## config.mk

```make
export PLATFORM = sky130hd
export DESIGN_NAME = pmc_clock_switch
export DESIGN_NICKNAME = d
export VERILOG_FILES = /design/src/pmc_pkg.sv /design/src/pmc_clock_switch.sv
export SDC_FILE = /design/constraint.sdc
export NUM_CORES = 1
export LEC_CHECK = 0
export ABC_AREA = 0
export BUFFER_PORTS_ARGS = -buffer_cell sky130_fd_sc_hd__buf_2
export CAP_MARGIN = 0
export CORE_MARGIN = 8
export CORE_UTILIZATION = 50
export DETAILED_ROUTE_END_ITERATION = 8
export GPL_TIMING_DRIVEN = 0
export PLACE_DENSITY = 0.74
export SYNTH_ARGS = -nofsm -noshare
export SYNTH_HDL_FRONTEND = slang
export SYNTH_SLANG_ARGS = --single-unit
```

## constraint.sdc

```tcl
create_clock -name MCLK -period 2 [get_ports MCLK]
set_input_delay 0.2 -clock MCLK [delete_from_list [all_inputs] [get_ports MCLK]]
set_output_delay 0.2 -clock MCLK [all_outputs]
set_load 0.03 [all_outputs]
```

## src/pmc_pkg.sv

```systemverilog
package pmc_pkg;

    // operating states of the power mode controller
    typedef enum logic [2:0] {
        PMC_RUN,
        PMC_DEEP_SLEEP,
        PMC_SLEEP_LOW_CLOCK,
        PMC_IDLE_CLOCK_OFF,
        PMC_IDLE_CLOCK_ON,
        PMC_WAKE
    } pmc_state_t;

    // system clock source actually gated through to the core
    typedef enum logic [1:0] {
        PMC_SRC_NONE,
        PMC_SRC_HIGH,
        PMC_SRC_LOW
    } pmc_src_t;

    // width of the oscillator tick counters
    localparam int unsigned PMC_CNT_W          = 10;

    // stabilisation counts, in ticks of the oscillator concerned
    localparam int unsigned PMC_HXT_STAB_TICKS  = 128;
    localparam int unsigned PMC_INTERNAL_HIGH_RC_STAB_TICKS = 16;
    localparam int unsigned PMC_LXT_STAB_TICKS  = 128;
    localparam int unsigned PMC_INTERNAL_LOW_RC_STAB_TICKS = 2;

    // low speed ticks before the core resumes on a fast wake-up
    localparam int unsigned PMC_FAST_WAKE_TICKS = 2;

    // dead gap count between two sources; no source is selected for one cycle more than this
    localparam int unsigned PMC_SWITCH_GAP_CYC  = 2;

    // divider codes: 000 and 001 pick the low speed clock
    localparam logic [2:0]  PMC_DIV_LOW_MAX     = 3'h1;

    // bit positions in the system mode register view
    localparam int unsigned PMC_BIT_HIGH_SEL    = 0;
    localparam int unsigned PMC_BIT_IDLE_HALT   = 1;
    localparam int unsigned PMC_BIT_HIGH_RDY    = 2;
    localparam int unsigned PMC_BIT_LOW_RDY     = 3;
    localparam int unsigned PMC_BIT_FAST_WAKE   = 4;
    localparam int unsigned PMC_BIT_DIV_LSB     = 5;

    // values after reset
    localparam logic [2:0]  PMC_DIV_RESET       = 3'h0;

endpackage : pmc_pkg

```

## src/pmc_clock_switch.sv

```systemverilog
`timescale 1ns/1ns
// Notes on behaviour
// - fast wake runs core on low clock until high oscillator is stable.
// - fast wake ignored from deep sleep; low oscillators are off there.
// - crystal fast wake resumes after low ticks, switches after stab count.
// - rc oscillators wake after their own short counts; fast wake unused.
// - halt picks idle or sleep; run clock follows select and divider.
// - low clock selected stops high oscillator and its divided clocks.
// - switch to low clock completes after low_osc_ready; software watches it.
// - back to full speed via select or divider; software polls ready.
// - deep sleep only on halt, idle off, watchdog and detector off.
// - deep sleep stops system and time base; watchdog cleared, halted.
// - halt with idle off and watchdog on enters sleep with watchdog on low clock.
// - halt with idle on, keep off enters idle with system clock off.
// - sleep_low or idle_off entry clears watchdog, keeps it counting.
// - any halt entry stops core, sets power down, clears timeout flag.
// - halt with idle and keep both set leaves clocks running.
// - wake on enabled pin falling edge, interrupt or watchdog overflow.
// - fast wake enable sits at bit 4 of the mode register view.
module pmc_clock_switch
    import pmc_pkg::*;
#(
    parameter int unsigned HXT_STAB_TICKS  = PMC_HXT_STAB_TICKS,
    parameter int unsigned INTERNAL_HIGH_RC_STAB_TICKS = PMC_INTERNAL_HIGH_RC_STAB_TICKS,
    parameter int unsigned LXT_STAB_TICKS  = PMC_LXT_STAB_TICKS,
    parameter int unsigned INTERNAL_LOW_RC_STAB_TICKS = PMC_INTERNAL_LOW_RC_STAB_TICKS
)(
    input  wire logic       MCLK,
    input  wire logic       RST_B,
    input  wire logic       HALT,
    input  wire logic       HIGH_CLOCK_SELECT,
    input  wire logic [2:0] CLOCK_DIVIDER_SELECT,
    input  wire logic       FAST_WAKE_ENABLE,
    input  wire logic       IDLE_ON_HALT,
    input  wire logic       SYSCLK_KEEP_IN_IDLE,
    input  wire logic       WDT_ENABLE,
    input  wire logic       LVD_ENABLE,
    input  wire logic       HIGH_OSC_IS_XTAL,
    input  wire logic       LOW_OSC_IS_XTAL,
    input  wire logic       HIGH_OSC_TICK,
    input  wire logic       LOW_OSC_TICK,
    input  wire logic       WAKE_PIN_FALL,
    input  wire logic       WAKE_IRQ,
    input  wire logic       WDT_OVERFLOW,
    input  wire logic       CLEAR_WDT_CMD,
    output logic            HIGH_OSC_ON,
    output logic            LOW_OSC_ON,
    output logic            SYSCLK_SEL_HIGH,
    output logic            SYSCLK_SEL_LOW,
    output logic [2:0]      SYSCLK_DIV,
    output logic            DIV_CLKS_ON,
    output logic            TIMEBASE_CLK_ON,
    output logic            CPU_RUN,
    output logic            WDT_RUN,
    output logic            WDT_CLEAR,
    output logic            HIGH_OSC_READY,
    output logic            LOW_OSC_READY,
    output logic            POWER_DOWN_FLAG,
    output logic            WATCHDOG_TIMEOUT_FLAG,
    output logic [7:0]      SYSTEM_MODE_VIEW
);

    // refuse counts the tick counters cannot hold
    if (HXT_STAB_TICKS < 1 || HXT_STAB_TICKS >= (1 << PMC_CNT_W) ||
        INTERNAL_HIGH_RC_STAB_TICKS < 1 || INTERNAL_HIGH_RC_STAB_TICKS >= (1 << PMC_CNT_W) ||
        LXT_STAB_TICKS < 1 || LXT_STAB_TICKS >= (1 << PMC_CNT_W) ||
        INTERNAL_LOW_RC_STAB_TICKS < 1 || INTERNAL_LOW_RC_STAB_TICKS >= (1 << PMC_CNT_W))
    begin : g_bad_count
        $error("stabilisation count out of range");
    end

    localparam logic [PMC_CNT_W-1:0] HXT_LIM  =
        PMC_CNT_W'(HXT_STAB_TICKS);
    localparam logic [PMC_CNT_W-1:0] INTERNAL_HIGH_RC_LIM =
        PMC_CNT_W'(INTERNAL_HIGH_RC_STAB_TICKS);
    localparam logic [PMC_CNT_W-1:0] LXT_LIM  =
        PMC_CNT_W'(LXT_STAB_TICKS);
    localparam logic [PMC_CNT_W-1:0] INTERNAL_LOW_RC_LIM =
        PMC_CNT_W'(INTERNAL_LOW_RC_STAB_TICKS);
    localparam logic [PMC_CNT_W-1:0] FAST_LIM =
        PMC_CNT_W'(PMC_FAST_WAKE_TICKS);
    localparam logic [1:0]           GAP_LIM  =
        2'(PMC_SWITCH_GAP_CYC);

    pmc_state_t           state_r,    state_nxt;
    logic                 fast_ok_r,  fast_ok_nxt;
    logic                 handover_r, handover_nxt;
    logic [PMC_CNT_W-1:0] wake_cnt_r, wake_cnt_nxt;
    logic                 pdf_r,      pdf_nxt;
    logic                 tof_r,      tof_nxt;
    logic                 wclr_r,     wclr_nxt;
    logic [PMC_CNT_W-1:0] hi_cnt_r,   hi_cnt_nxt;
    logic                 hi_rdy_r,   hi_rdy_nxt;
    logic [PMC_CNT_W-1:0] lo_cnt_r,   lo_cnt_nxt;
    logic                 lo_rdy_r,   lo_rdy_nxt;
    pmc_src_t             src_r,      src_nxt;
    logic [1:0]           gap_r,      gap_nxt;
    logic [2:0]           div_r,      div_nxt;

    logic                 cfg_low;
    logic                 tgt_low;
    logic                 sys_want;
    logic                 hi_en;
    logic                 lo_en;
    logic                 wake_evt;
    logic                 fast_path;
    logic [PMC_CNT_W-1:0] hi_lim;
    logic [PMC_CNT_W-1:0] lo_lim;

    // decode of the run clock choice and oscillator needs
    always_comb
    begin
        cfg_low  = !HIGH_CLOCK_SELECT &&
                   (CLOCK_DIVIDER_SELECT <= PMC_DIV_LOW_MAX);
        tgt_low  = cfg_low || handover_r;
        sys_want = (state_r == PMC_RUN) ||
                   (state_r == PMC_IDLE_CLOCK_ON);
        // high oscillator stops once the high source has been dropped for the low clock
        hi_en    = (sys_want || state_r == PMC_WAKE) &&
                   (!cfg_low || src_r == PMC_SRC_HIGH);
        lo_en    = (state_r != PMC_DEEP_SLEEP);
        wake_evt = WAKE_PIN_FALL || WAKE_IRQ || WDT_OVERFLOW;
        fast_path = fast_ok_r && FAST_WAKE_ENABLE && HIGH_OSC_IS_XTAL &&
                    !cfg_low;
        hi_lim   = HIGH_OSC_IS_XTAL ? HXT_LIM : INTERNAL_HIGH_RC_LIM;
        lo_lim   = LOW_OSC_IS_XTAL ? LXT_LIM : INTERNAL_LOW_RC_LIM;
    end

    // operating mode, wake sequencing and status flags
    always_comb
    begin
        state_nxt    = state_r;
        fast_ok_nxt  = fast_ok_r;
        handover_nxt = handover_r;
        wake_cnt_nxt = '0;
        pdf_nxt      = pdf_r;
        tof_nxt      = tof_r;
        wclr_nxt     = 1'b0;
        // software clears the flags; hardware events below win
        if (CLEAR_WDT_CMD)
        begin
            pdf_nxt = 1'b0;
            tof_nxt = 1'b0;
        end
        if (WDT_OVERFLOW && WDT_ENABLE && state_r != PMC_DEEP_SLEEP)
        begin
            tof_nxt = 1'b1;
        end
        // handover ends as soon as the crystal is stable
        if (handover_r && hi_rdy_r)
        begin
            handover_nxt = 1'b0;
        end
        case (state_r)
            PMC_RUN:
            begin
                if (HALT)
                begin
                    pdf_nxt     = 1'b1;
                    tof_nxt     = 1'b0;
                    wclr_nxt    = 1'b1;
                    fast_ok_nxt = 1'b0;
                    if (IDLE_ON_HALT && SYSCLK_KEEP_IN_IDLE)
                    begin
                        state_nxt = PMC_IDLE_CLOCK_ON;
                    end
                    else if (IDLE_ON_HALT)
                    begin
                        state_nxt   = PMC_IDLE_CLOCK_OFF;
                        fast_ok_nxt = 1'b1;
                    end
                    else if (!WDT_ENABLE && !LVD_ENABLE)
                    begin
                        state_nxt = PMC_DEEP_SLEEP;
                    end
                    else
                    begin
                        state_nxt   = PMC_SLEEP_LOW_CLOCK;
                        fast_ok_nxt = 1'b1;
                    end
                end
            end
            PMC_IDLE_CLOCK_ON:
            begin
                if (wake_evt)
                begin
                    state_nxt = PMC_RUN;
                end
            end
            PMC_DEEP_SLEEP,
            PMC_SLEEP_LOW_CLOCK,
            PMC_IDLE_CLOCK_OFF:
            begin
                if (wake_evt)
                begin
                    state_nxt = PMC_WAKE;
                end
            end
            PMC_WAKE:
            begin
                wake_cnt_nxt = wake_cnt_r;
                if (fast_path && lo_rdy_r)
                begin
                    // resume on the low clock after a few of its ticks
                    if (LOW_OSC_TICK)
                    begin
                        wake_cnt_nxt = wake_cnt_r + 1'b1;
                    end
                    if (LOW_OSC_TICK && wake_cnt_r + 1'b1 == FAST_LIM)
                    begin
                        state_nxt    = PMC_RUN;
                        handover_nxt = !hi_rdy_r;
                    end
                end
                else if (cfg_low ? lo_rdy_r : hi_rdy_r)
                begin
                    state_nxt = PMC_RUN;
                end
            end
            default:
            begin
                state_nxt = PMC_RUN;
            end
        endcase
    end

    // oscillator stability counters and glitch free source switch
    always_comb
    begin
        hi_cnt_nxt = hi_cnt_r;
        hi_rdy_nxt = hi_rdy_r;
        lo_cnt_nxt = lo_cnt_r;
        lo_rdy_nxt = lo_rdy_r;
        src_nxt    = src_r;
        gap_nxt    = gap_r;
        div_nxt    = div_r;
        // ready drops whenever the oscillator is stopped
        if (!hi_en)
        begin
            hi_cnt_nxt = '0;
            hi_rdy_nxt = 1'b0;
        end
        else if (!hi_rdy_r && HIGH_OSC_TICK)
        begin
            hi_cnt_nxt = hi_cnt_r + 1'b1;
            hi_rdy_nxt = (hi_cnt_r + 1'b1 == hi_lim);
        end
        if (!lo_en)
        begin
            lo_cnt_nxt = '0;
            lo_rdy_nxt = 1'b0;
        end
        else if (!lo_rdy_r && LOW_OSC_TICK)
        begin
            lo_cnt_nxt = lo_cnt_r + 1'b1;
            lo_rdy_nxt = (lo_cnt_r + 1'b1 == lo_lim);
        end
        // break before make: drop the old source, wait, take the new
        if (gap_r != 2'h0)
        begin
            gap_nxt = gap_r - 2'h1;
        end
        if (!sys_want)
        begin
            if (src_r != PMC_SRC_NONE)
            begin
                src_nxt = PMC_SRC_NONE;
                gap_nxt = GAP_LIM;
            end
        end
        else if (src_r == PMC_SRC_NONE)
        begin
            if (gap_r == 2'h0 && tgt_low && lo_rdy_r)
            begin
                src_nxt = PMC_SRC_LOW;
            end
            else if (gap_r == 2'h0 && !tgt_low && hi_rdy_r)
            begin
                src_nxt = PMC_SRC_HIGH;
                div_nxt = HIGH_CLOCK_SELECT ? PMC_DIV_RESET
                                            : CLOCK_DIVIDER_SELECT;
            end
        end
        else if ((src_r == PMC_SRC_HIGH && tgt_low && lo_rdy_r) ||
                 (src_r == PMC_SRC_LOW && !tgt_low && hi_rdy_r))
        begin
            src_nxt = PMC_SRC_NONE;
            gap_nxt = GAP_LIM;
        end
        else if (src_r == PMC_SRC_HIGH &&
                 div_r != (HIGH_CLOCK_SELECT ? PMC_DIV_RESET
                                             : CLOCK_DIVIDER_SELECT))
        begin
            // divider change also passes through the dead gap
            src_nxt = PMC_SRC_NONE;
            gap_nxt = GAP_LIM;
        end
    end

    // state registers
    always_ff @(posedge MCLK or negedge RST_B)
    begin
        if (!RST_B)
        begin
            state_r    <= PMC_RUN;
            fast_ok_r  <= 1'b0;
            handover_r <= 1'b0;
            wake_cnt_r <= '0;
            pdf_r      <= 1'b0;
            tof_r      <= 1'b0;
            wclr_r     <= 1'b0;
            hi_cnt_r   <= '0;
            hi_rdy_r   <= 1'b0;
            lo_cnt_r   <= '0;
            lo_rdy_r   <= 1'b0;
            src_r      <= PMC_SRC_NONE;
            gap_r      <= 2'h0;
            div_r      <= PMC_DIV_RESET;
        end
        else
        begin
            state_r    <= state_nxt;
            fast_ok_r  <= fast_ok_nxt;
            handover_r <= handover_nxt;
            wake_cnt_r <= wake_cnt_nxt;
            pdf_r      <= pdf_nxt;
            tof_r      <= tof_nxt;
            wclr_r     <= wclr_nxt;
            hi_cnt_r   <= hi_cnt_nxt;
            hi_rdy_r   <= hi_rdy_nxt;
            lo_cnt_r   <= lo_cnt_nxt;
            lo_rdy_r   <= lo_rdy_nxt;
            src_r      <= src_nxt;
            gap_r      <= gap_nxt;
            div_r      <= div_nxt;
        end
    end

    // outputs to oscillators, clock gates and the core
    assign HIGH_OSC_ON     = hi_en;
    assign LOW_OSC_ON      = lo_en;
    assign SYSCLK_SEL_HIGH = (src_r == PMC_SRC_HIGH);
    assign SYSCLK_SEL_LOW  = (src_r == PMC_SRC_LOW);
    assign SYSCLK_DIV      = div_r;
    assign DIV_CLKS_ON     = hi_rdy_r;
    assign TIMEBASE_CLK_ON = (state_r != PMC_DEEP_SLEEP) &&
                             (state_r != PMC_SLEEP_LOW_CLOCK);
    assign CPU_RUN         = (state_r == PMC_RUN);
    assign WDT_RUN         = WDT_ENABLE &&
                             (state_r != PMC_DEEP_SLEEP);
    assign WDT_CLEAR       = wclr_r;
    assign HIGH_OSC_READY  = hi_rdy_r;
    assign LOW_OSC_READY   = lo_rdy_r;
    assign POWER_DOWN_FLAG = pdf_r;
    assign WATCHDOG_TIMEOUT_FLAG = tof_r;

    // read view of the mode bits in their register positions
    always_comb
    begin
        SYSTEM_MODE_VIEW = 8'h00;
        SYSTEM_MODE_VIEW[PMC_BIT_HIGH_SEL]  = HIGH_CLOCK_SELECT;
        SYSTEM_MODE_VIEW[PMC_BIT_IDLE_HALT] = IDLE_ON_HALT;
        SYSTEM_MODE_VIEW[PMC_BIT_HIGH_RDY]  = hi_rdy_r;
        SYSTEM_MODE_VIEW[PMC_BIT_LOW_RDY]   = lo_rdy_r;
        SYSTEM_MODE_VIEW[PMC_BIT_FAST_WAKE] = FAST_WAKE_ENABLE;
        SYSTEM_MODE_VIEW[PMC_BIT_DIV_LSB +: 3] = CLOCK_DIVIDER_SELECT;
    end

endmodule // pmc_clock_switch

```

== Yosys cells after proc, flatten, opt, wreduce, memory -nomap -nowiden ==
Index checks and enable logic that the tools add are counted.
Cells by class
  $add $sub $neg: 4
  multiply operators: 0
  div/mod/pow operators: 0
  $lt $le $gt $ge: 1
  equal/unequal tests: 24
  shifts and indexed selects: 0
  multiplexer cells: 54
  bitwise gates (word level): 1
  reduce and logical (&&, ||, !) cells: 51
Operators with widths (number)
  10-bit two-way mux: 7
  10-bit by 1-bit adder with 10-bit output, second input constant: 3
  2-bit two-way mux: 15
  1-bit logical AND: 25
  3-bit two-way mux: 8
  1-bit two-way mux: 21
  10-bit by 8-bit equality test with 1-bit output: 2
  8-bit two-way mux: 2
  3-bit case mux with 4 select lines: 1
  10-bit by 2-bit equality test with 1-bit output, second input constant: 1
  2-bit != test, second input constant: 4
  1-bit logical NOT: 7
  1-bit logical OR: 7
  3-bit by 2-bit equality test with 1-bit output, second input constant: 2
  3-bit equality test, second input constant: 2
  2-bit by 1-bit != test with 1-bit output, second input constant: 3
  3-bit by 1-bit != test with 1-bit output, second input constant: 2
  3-bit by 2-bit != test with 1-bit output, second input constant: 2
  2-bit nonzero test: 3
  5-bit AND reduction: 1
  2-bit logical NOT: 2
  4-bit by 1-bit != test with 1-bit output, second input constant: 1
  4-bit by 2-bit != test with 1-bit output, second input constant: 1
  2-bit AND reduction: 2
  11 further kinds: 11
Storage, ports and cells
  register bits: 47
  bits in latches: 0
  memory bits (writable): 0
  memory bits (read-only): 0
  bits of input ports: 20
  output and inout bits: 24
  word-level logic and storage cells: 149
  memories: 0

== Logic depth before layout (Yosys ltp) ==
Gate-level depths: netlist of the first run.
  depth in word-level cells: 10
  depth in mapped cells: 6
  depth with buffers taken out: 6

== Worst setup path before layout of the first run ==
Ideal clock, no wire load.
  kind: reg-to-reg
  start: register wake_cnt_r[0]
  end: register handover_r
  library setup time: 96 ps
  data arrival time: 1892 ps
  required time: 1904 ps
  setup slack: 12 ps
  cell stages (with the launch flop): 7
  buffers on the path: 0
  period minus slack after synthesis: 1988 ps
  cell sequence: dfrtp_1 > ha_1 > or4b_1 > o31a_1 > a311oi_1 > nand3_1 > o31ai_1
On the way
  word-level cells in the longest chain between the ends: 6
RTL lines
  start: declaration: RTL line pmc_clock_switch.sv:88  | logic [PMC_CNT_W-1:0] wake_cnt_r, wake_cnt_nxt;
  start signal: assignment: RTL line pmc_clock_switch.sv:325  | wake_cnt_r <= wake_cnt_nxt;
  10-bit by 1-bit adder with 10-bit output: RTL line pmc_clock_switch.sv:209  | if (LOW_OSC_TICK && wake_cnt_r + 1'b1 == FAST_LIM)
  10-bit by 2-bit equality test with 1-bit output: RTL line pmc_clock_switch.sv:209
  1-bit logical AND: RTL line pmc_clock_switch.sv:209
  1-bit two-way mux: RTL line pmc_clock_switch.sv:209
  1-bit two-way mux: RTL line pmc_clock_switch.sv:202  | if (fast_path && lo_rdy_r)
  1-bit two-way mux: RTL line pmc_clock_switch.sv:154  | case (state_r)
  named net handover_nxt: RTL line pmc_clock_switch.sv:87  | logic handover_r, handover_nxt;
  end signal: assignment: RTL line pmc_clock_switch.sv:324  | handover_r <= handover_nxt;
  end: declaration: RTL line pmc_clock_switch.sv:87
The timed path passes the listed nets, and every way through them passes these cells.
A chain may end at the register's enable or synchronous reset.

== Final worst setup path of the first run ==
  start: register hi_cnt_r[3]
  end: register hi_rdy_r (netlist: DIV_CLKS_ON)
On the way
  word-level cells in the longest chain between the ends: 4
RTL lines
  start: declaration: RTL line pmc_clock_switch.sv:92  | logic [PMC_CNT_W-1:0] hi_cnt_r, hi_cnt_nxt;
  start signal: assignment: RTL line pmc_clock_switch.sv:329  | hi_cnt_r <= hi_cnt_nxt;
  10-bit by 1-bit adder with 10-bit output: RTL line pmc_clock_switch.sv:246  | hi_rdy_nxt = (hi_cnt_r + 1'b1 == hi_lim);
  10-bit by 8-bit equality test with 1-bit output: RTL line pmc_clock_switch.sv:246
  1-bit two-way mux: RTL line pmc_clock_switch.sv:243  | else if (!hi_rdy_r && HIGH_OSC_TICK)
  1-bit two-way mux: RTL line pmc_clock_switch.sv:238  | if (!hi_en)
  end signal: assignment: RTL line pmc_clock_switch.sv:330  | hi_rdy_r <= hi_rdy_nxt;
  end: declaration: RTL line pmc_clock_switch.sv:93  | logic hi_rdy_r, hi_rdy_nxt;
No other way between the ends. The select of a mux whose other input is x is not followed.

==> results of run 1 <==
## cell families after synthesis
| logic type | share of synthesized area (%) |
|---|---|
| XOR/XNOR | 11.2 |
| buffers and inverters | 5.19 |
| AO/OA/AOI/OAI | 12.3 |
| flip-flops | 40.6 |
| adder cells (fa/ha/maj) | 1.73 |
| multiplexers | 1.38 |
| AND/OR/NAND/NOR | 27.6 |
## routing by layer
layer	vias up	GRT usage (%)	share of wire [%]
met1	1168	19.1	47
met5	-	0	0
met3	10	3.83	4.4
li1	1245	-	-
met2	48	24.7	47
met4	0	5.37	1.5
## repair_timing
item	4_1_cts	5_1_grt
pin swaps	1	7
cloned	0	0
endpoints found under the setup margin	5	8
setup buffers	5	3
resized for setup	4	7
## layout make-up
cell class | instances | area [sq um] | area share, %
Multi-Input combinational cell | 245 | 1600 | 47.1
Sequential cell | 47 | 1180 | 34.6
Timing Repair Buffer | 51 | 275 | 8.09
Buffer | 19 | 110 | 3.24
Tap cell | 72 | 90.1 | 2.65
Clock buffer | 6 | 82.6 | 2.43
Clock inverter | 2 | 35.0 | 1.03
Inverter | 8 | 30.0 | 0.882
## flip-flops by register name, summed over array words and instances (netlist names), 2 cells and up
register and flops:
lo_cnt_r 10, gap_r 2, hi_cnt_r 10, SYSCLK_DIV 3, wake_cnt_r 10, state_r 3
src_r 2
## worst reg2reg max path: cells and delay by family (launching register included)
kind,cells,cell delay [ns]
AND/OR/NAND/NOR,3,0.88
AO/OA/AOI/OAI,2,0.48
flip-flops,1,0.49
## synth_stat cells, drive strengths merged (2+ instances only)
library cell	instances	share of area [%]
o31a	2	0.61
a211oi	3	0.95
o31ai	3	0.78
a22o	2	0.61
or4b	3	1.0
nand3b	3	0.78
nor3b	2	0.52
clkbuf	11	1.4
nand2b	8	1.7
o21ai	13	2.2
ha	4	1.7
mux2i	4	1.4
nand4	9	1.9
buf	11	2.7
nand3	15	3.0
and3	7	1.5
a41oi	3	0.91
a21o	2	0.52
dfrtp	47	41
nor2	43	5.6
and4	6	1.9
a22oi	2	0.52
a31oi	2	0.43
nor4b	2	0.61
nor3	12	2.5
inv	8	1.0
xor2	20	6.1
xnor2	17	5.1
nor2b	5	1.1
nand2	27	3.6
a21oi	8	1.4
or4	2	0.56
## stage by stage
step / hold slack [ns] / TNS [ns] / util, %
floorplan: -0.0956 / 0 / -
global placement: 0.444 / -0.340 / 57.7
detailed placement: 0.463 / -0.376 / 57.7
CTS: 0.127 / 0 / 60.7
global route: 0.183 / -0.126 / 61.4
finish: 0.0803 / 0 / 61.4
## power by group through the flow
| stage | sequential, mW | combinational, mW | clock, mW |
|---|---|---|---|
| 6_report | 1.29 | 1.20 | 0.719 |
| 5_1_grt | 1.32 | 1.33 | 0.776 |
| 3_5_place_dp | 1.26 | 1.18 | 0 |
| 2_1_floorplan | 1.29 | 0.828 | 0 |
| 4_1_cts | 1.23 | 1.24 | 0.748 |
| 3_3_place_gp | 1.26 | 1.16 | 0 |
## final timing paths
| path | slack (ns) | end | startpoint | depth (start not counted) |
|---|---|---|---|---|
| max | 0.06 | DIV_CLKS_ON | hi_cnt_r[3] | 5 |
| min | 0.08 | hi_cnt_r[5] | RST_B | 1 |
| max reg2reg | 0.06 | DIV_CLKS_ON | hi_cnt_r[3] | 5 |
| min reg2reg | 0.52 | POWER_DOWN_FLAG | POWER_DOWN_FLAG | 1 |
| max in group asynchronous | 1.26 | wake_cnt_r[7] | RST_B | 1 |
| min in group MCLK | 0.18 | WATCHDOG_TIMEOUT_FLAG | WDT_OVERFLOW | 3 |
==> results.toml, run 1 <==
[run_status]
status = "finished, final reports clean"

[worst_setup_path]
critPathSlowestCell = "dfrtp_1"
critical_path.n_buffers_inverters = 0
start_kind = "flip-flop"
crit_path_end_kind = "flip-flop"
crit_chain = "nand3_4, nor3_4, or4b_1, a211o_1, a211oi_2"
required_ns = 2.22
worst_path_largest_cell_delay_ns = 0.49
crit_type = "reg -> reg"
crit_arrival_ns = 2.16
crit_family = "simple AND/OR/NAND/NOR gates"
crit_path_max_fanout = 6

[timing]
period_needed_ns = 1.94
worstMarginPinSlew_ns = 1.05
setup_viol = 0
post-route-period-util_pct = 96.8
hold_violations = 0
slew_viol_final = 0
skew_ns = 0.0120
max_slew_margin_pct = 30.0
fmax_mhz = 516
layout_setup_ws_ns = 0.0634
rsz0062_at_grt = "true"

[cts]
root_buffer = "clkbuf_8"
clk_latency_ns = 0.30
cts_tree = "built"
clk_pin_slew_ns = 0.09
clk_path_buf_depth = 2
postCtsHoldBufs = 0
cts_num_sinks = 47
cts_buffers = 5
ctsHtreeMaxLevel = 2

[logic_synthesis]
ys_seq_area_share_pct = 40.6
yosysUniqueCellTypes = 55
syn_area_sq_um = 2890
syn-num-nets = 346
postSynthCellCount = 322
ys.flop_type = "dfrtp_1"
synth_edf_count = 0
ys_seq_elements = 47
async_reset_ff_share_pct = 100
yosys_warnings = 0
avgSynthCellArea_sq_um = 8.99

[pwr]
internal_power_mw = 1.98
power_mw = 3.22
power_switching_mw = 1.24
power_frac_comb_pct = 37.4
powerDensity_nw_per_um2 = 945
swShare_pct = 38.5
vdd_drop_max_v = 0.000546
power_frac_seq_pct = 40.2
clkPwrFrac_pct = 22.4
p_leak_nw = 1.51

[floorplanning]
die_area_sq_um = 8480
core_sq_um = 5540
die_h_um = 92.1
io_pins = 44
start_util_pct = 52.2
die_w_um = 92.1
rows = 27

[flow_run]
maxCapViolations = 0

[grt]
antenna_found_initial = 0
grtUsageTotal_pct = 15.2
grt_overflow = 0
grt_max_degree = 48
grt_first_pass_wirelength_um = 10900
grt_pass1_vias = 2392

[routing]
route.detailed.drc = 0
wire_per_inst_um = 13.9
vias = 2471
drtIter0Drc = 118
routed_wl_um = 6270
ant_nets = 0
routed_via_density = 5.49
dr.pass1.iters = 4

[finish]
nNetsFinal = 401
mostFrequentLayoutCells = "dfrtp_1, buf_2, nor2_1, nand2_1, xor2_1"
fillers = 481
final_cell_area_sq_um = 3400
drive_gt1_share_pct = 22.5
antennaDiodeCount = 0
fin_cells = 450
area_delta_synth_final_pct = 17.6
final_common_cell = "dfrtp_1"

[place]
dpl-instance-area_sq_um = 3200
post-place-cells = 437
pre_cts_ws_ns = -0.126
portBuffers = 43
hpwlAfterDp_um = 4420
finalWeightedCongestion = 0.869

[min_path]
hold_class = "in -> async"
No activity file was read; power rests on OpenSTA's default activity.
==> inputs of run 2 (changes only) <==
- CORE_ASPECT_RATIO: not set -> 2
==> results.toml, run 2 (same netlist as run 1, synthesis figures left out) <==
[run_status]
status = "finished, final reports clean"

[grt]
antenna_found_initial = 0
grt_pass1_vias = 2466
grt_overflow = 0
grtUsageTotal_pct = 15.8
grt_first_pass_wirelength_um = 11200
grt_max_degree = 48

[cts]
cts_num_sinks = 47
clk_pin_slew_ns = 0.06
ctsHtreeMaxLevel = 2
postCtsHoldBufs = 0
root_buffer = "clkbuf_16"
clk_latency_ns = 0.29
clk_path_buf_depth = 2
cts_buffers = 5
cts_tree = "built"

[finish]
multi_input_area_sq_um = 1610
final_common_cell = "dfrtp_1"
fillers = 510
seq_area_sq_um = 1180
drive_gt1_share_pct = 22.0
nNetsFinal = 400
reg.largest.list = "hi_cnt_r (10), lo_cnt_r (10), wake_cnt_r (10)"
area_delta_synth_final_pct = 17.8
mostFrequentLayoutCells = "dfrtp_1, nor2_1, buf_2, nand2_1, xor2_1"
antennaDiodeCount = 0
fin_cells = 438

[timing]
fmax_mhz = 520
slew_viol_final = 0
setup_viol = 0
fin_setup_tns_ns = 0
max_slew_margin_pct = 30.6
post-route-period-util_pct = 96.1
hold_violations = 0
period_needed_ns = 1.92
skew_ns = 0.00502
worstMarginPinSlew_ns = 1.04
hold_slack_ns = 0.0889

[floorplanning]
die_w_um = 69.8
rows = 39
core_sq_um = 5660
die_h_um = 124
start_util_pct = 51.1
die_area_sq_um = 8630
io_pins = 44

[pwr]
internal_power_mw = 2.00
swShare_pct = 39.3
powerDensity_nw_per_um2 = 969
p_leak_nw = 1.51
power_switching_mw = 1.30
vdd_drop_max_v = 0.000890
power_frac_seq_pct = 38.4
power_frac_comb_pct = 36.6
clkPwrFrac_pct = 25.0

[worst_setup_path]
critPathCapture = "DIV_CLKS_ON"
required_ns = 2.21
rrSetupSlack_ns = 0.08
r2r_start = "hi_cnt_r[0]"
r2r_cells = 6
r2r-end = "DIV_CLKS_ON"
start_kind = "flip-flop"
crit_type = "reg -> reg"
crit_path_end_kind = "flip-flop"
crit_path_start = "hi_cnt_r[0]"
crit_path_max_fanout = 4
crit_arrival_ns = 2.13

[routing]
route.detailed.drc = 0
drtIter0Drc = 90
routed_via_density = 5.79
wire_per_inst_um = 15.5
ant_nets = 0
dr.pass1.iters = 4
vias = 2536
routed_wl_um = 6800

[place]
portBuffers = 43
post-place-cells = 426
hpwlAfterDp_um = 5110
finalWeightedCongestion = 0.834

[flow_run]
maxCapViolations = 0

[min_path]
hold_class = "in -> async"
==> run 2: cell types whose count changed in the layout (fill, tap and decap cells not counted), sizes merged <==
cell	before	now
buf	63	59
clkbuf	13	15
clkinvlp	0	2
bufinv	1	0
==> run 2: repair_timing <==
action,CTS,global route
setup endpoints to repair,7,5
resized for setup,5,6
buffers inserted,2,3
pin swaps,1,6
==> run 2: power groups by stage <==
stage               clock network (mW)  logic (mW)  registers, mW
global placement                     0        1.17           1.26
floorplan                            0       0.828           1.29
detailed placement                   0        1.20           1.27
global route                     0.877        1.32           1.30
CTS                              0.839        1.23           1.25
finish                           0.826        1.21           1.27
==> run 2: routing by layer <==
layer  global-route usage (%)  vias to the layer above  wire length (um)
met4                     7.96                        0               149
met5                        0                        -                 0
li1                         -                     1232                 -
met2                     31.0                       48              3950
met1                     14.6                     1245              2430
met3                     3.43                       11               264
==> run 2: worst min-delay path by stage <==
stage | startpoint | end | slack [ns] | cells past startpoint
6_report | RST_B | SYSCLK_DIV[0] | 0.09 | 1
5_1_grt | RST_B | hi_cnt_r[9] | 0.20 | 1
4_1_cts | RST_B | SYSCLK_DIV[2] | 0.13 | 1
3_5_place_dp | RST_B | SYSCLK_DIV[0] | 0.44 | 1
3_3_place_gp | RST_B | SYSCLK_DIV[0] | 0.45 | 1
2_1_floorplan | RST_B | DIV_CLKS_ON | -0.1 | 0
==> run 2: area by class of cell <==
class / count / area share [%]
repair buffers: 48 / 7.41
multi-input cells: 245 / 47.3
well taps: 61 / 2.24
clock buffers: 5 / 3.67
inverters: 8 / 0.881
plain buffers: 21 / 3.45
flip-flops and latches: 47 / 34.5
clock inverters: 3 / 0.587
==> run 2: metrics by stage <==
stage | total power, mW | cell area, sq um | utilization (%) | setup WS [ns]
detailed placement | 2.47 | 3190 | 56.3 | -0.151
floorplan | 2.11 | 2890 | - | 0.0117
global route | 3.50 | 3410 | 60.2 | -0.000106
CTS | 3.32 | 3360 | 59.4 | 0.00601
finish | 3.30 | 3410 | 60.2 | 0.0774
global placement | 2.43 | 3190 | 56.3 | -0.0945
==> run 2: worst max-delay path, cell delays in order (launching register included) <==
cell and delay, ns:
dfrtp_1 0.41, ha_2 0.22, nand3_2 0.09, xor2_2 0.18
or4b_1 0.47, a211o_1 0.29, a211oi_2 0.17
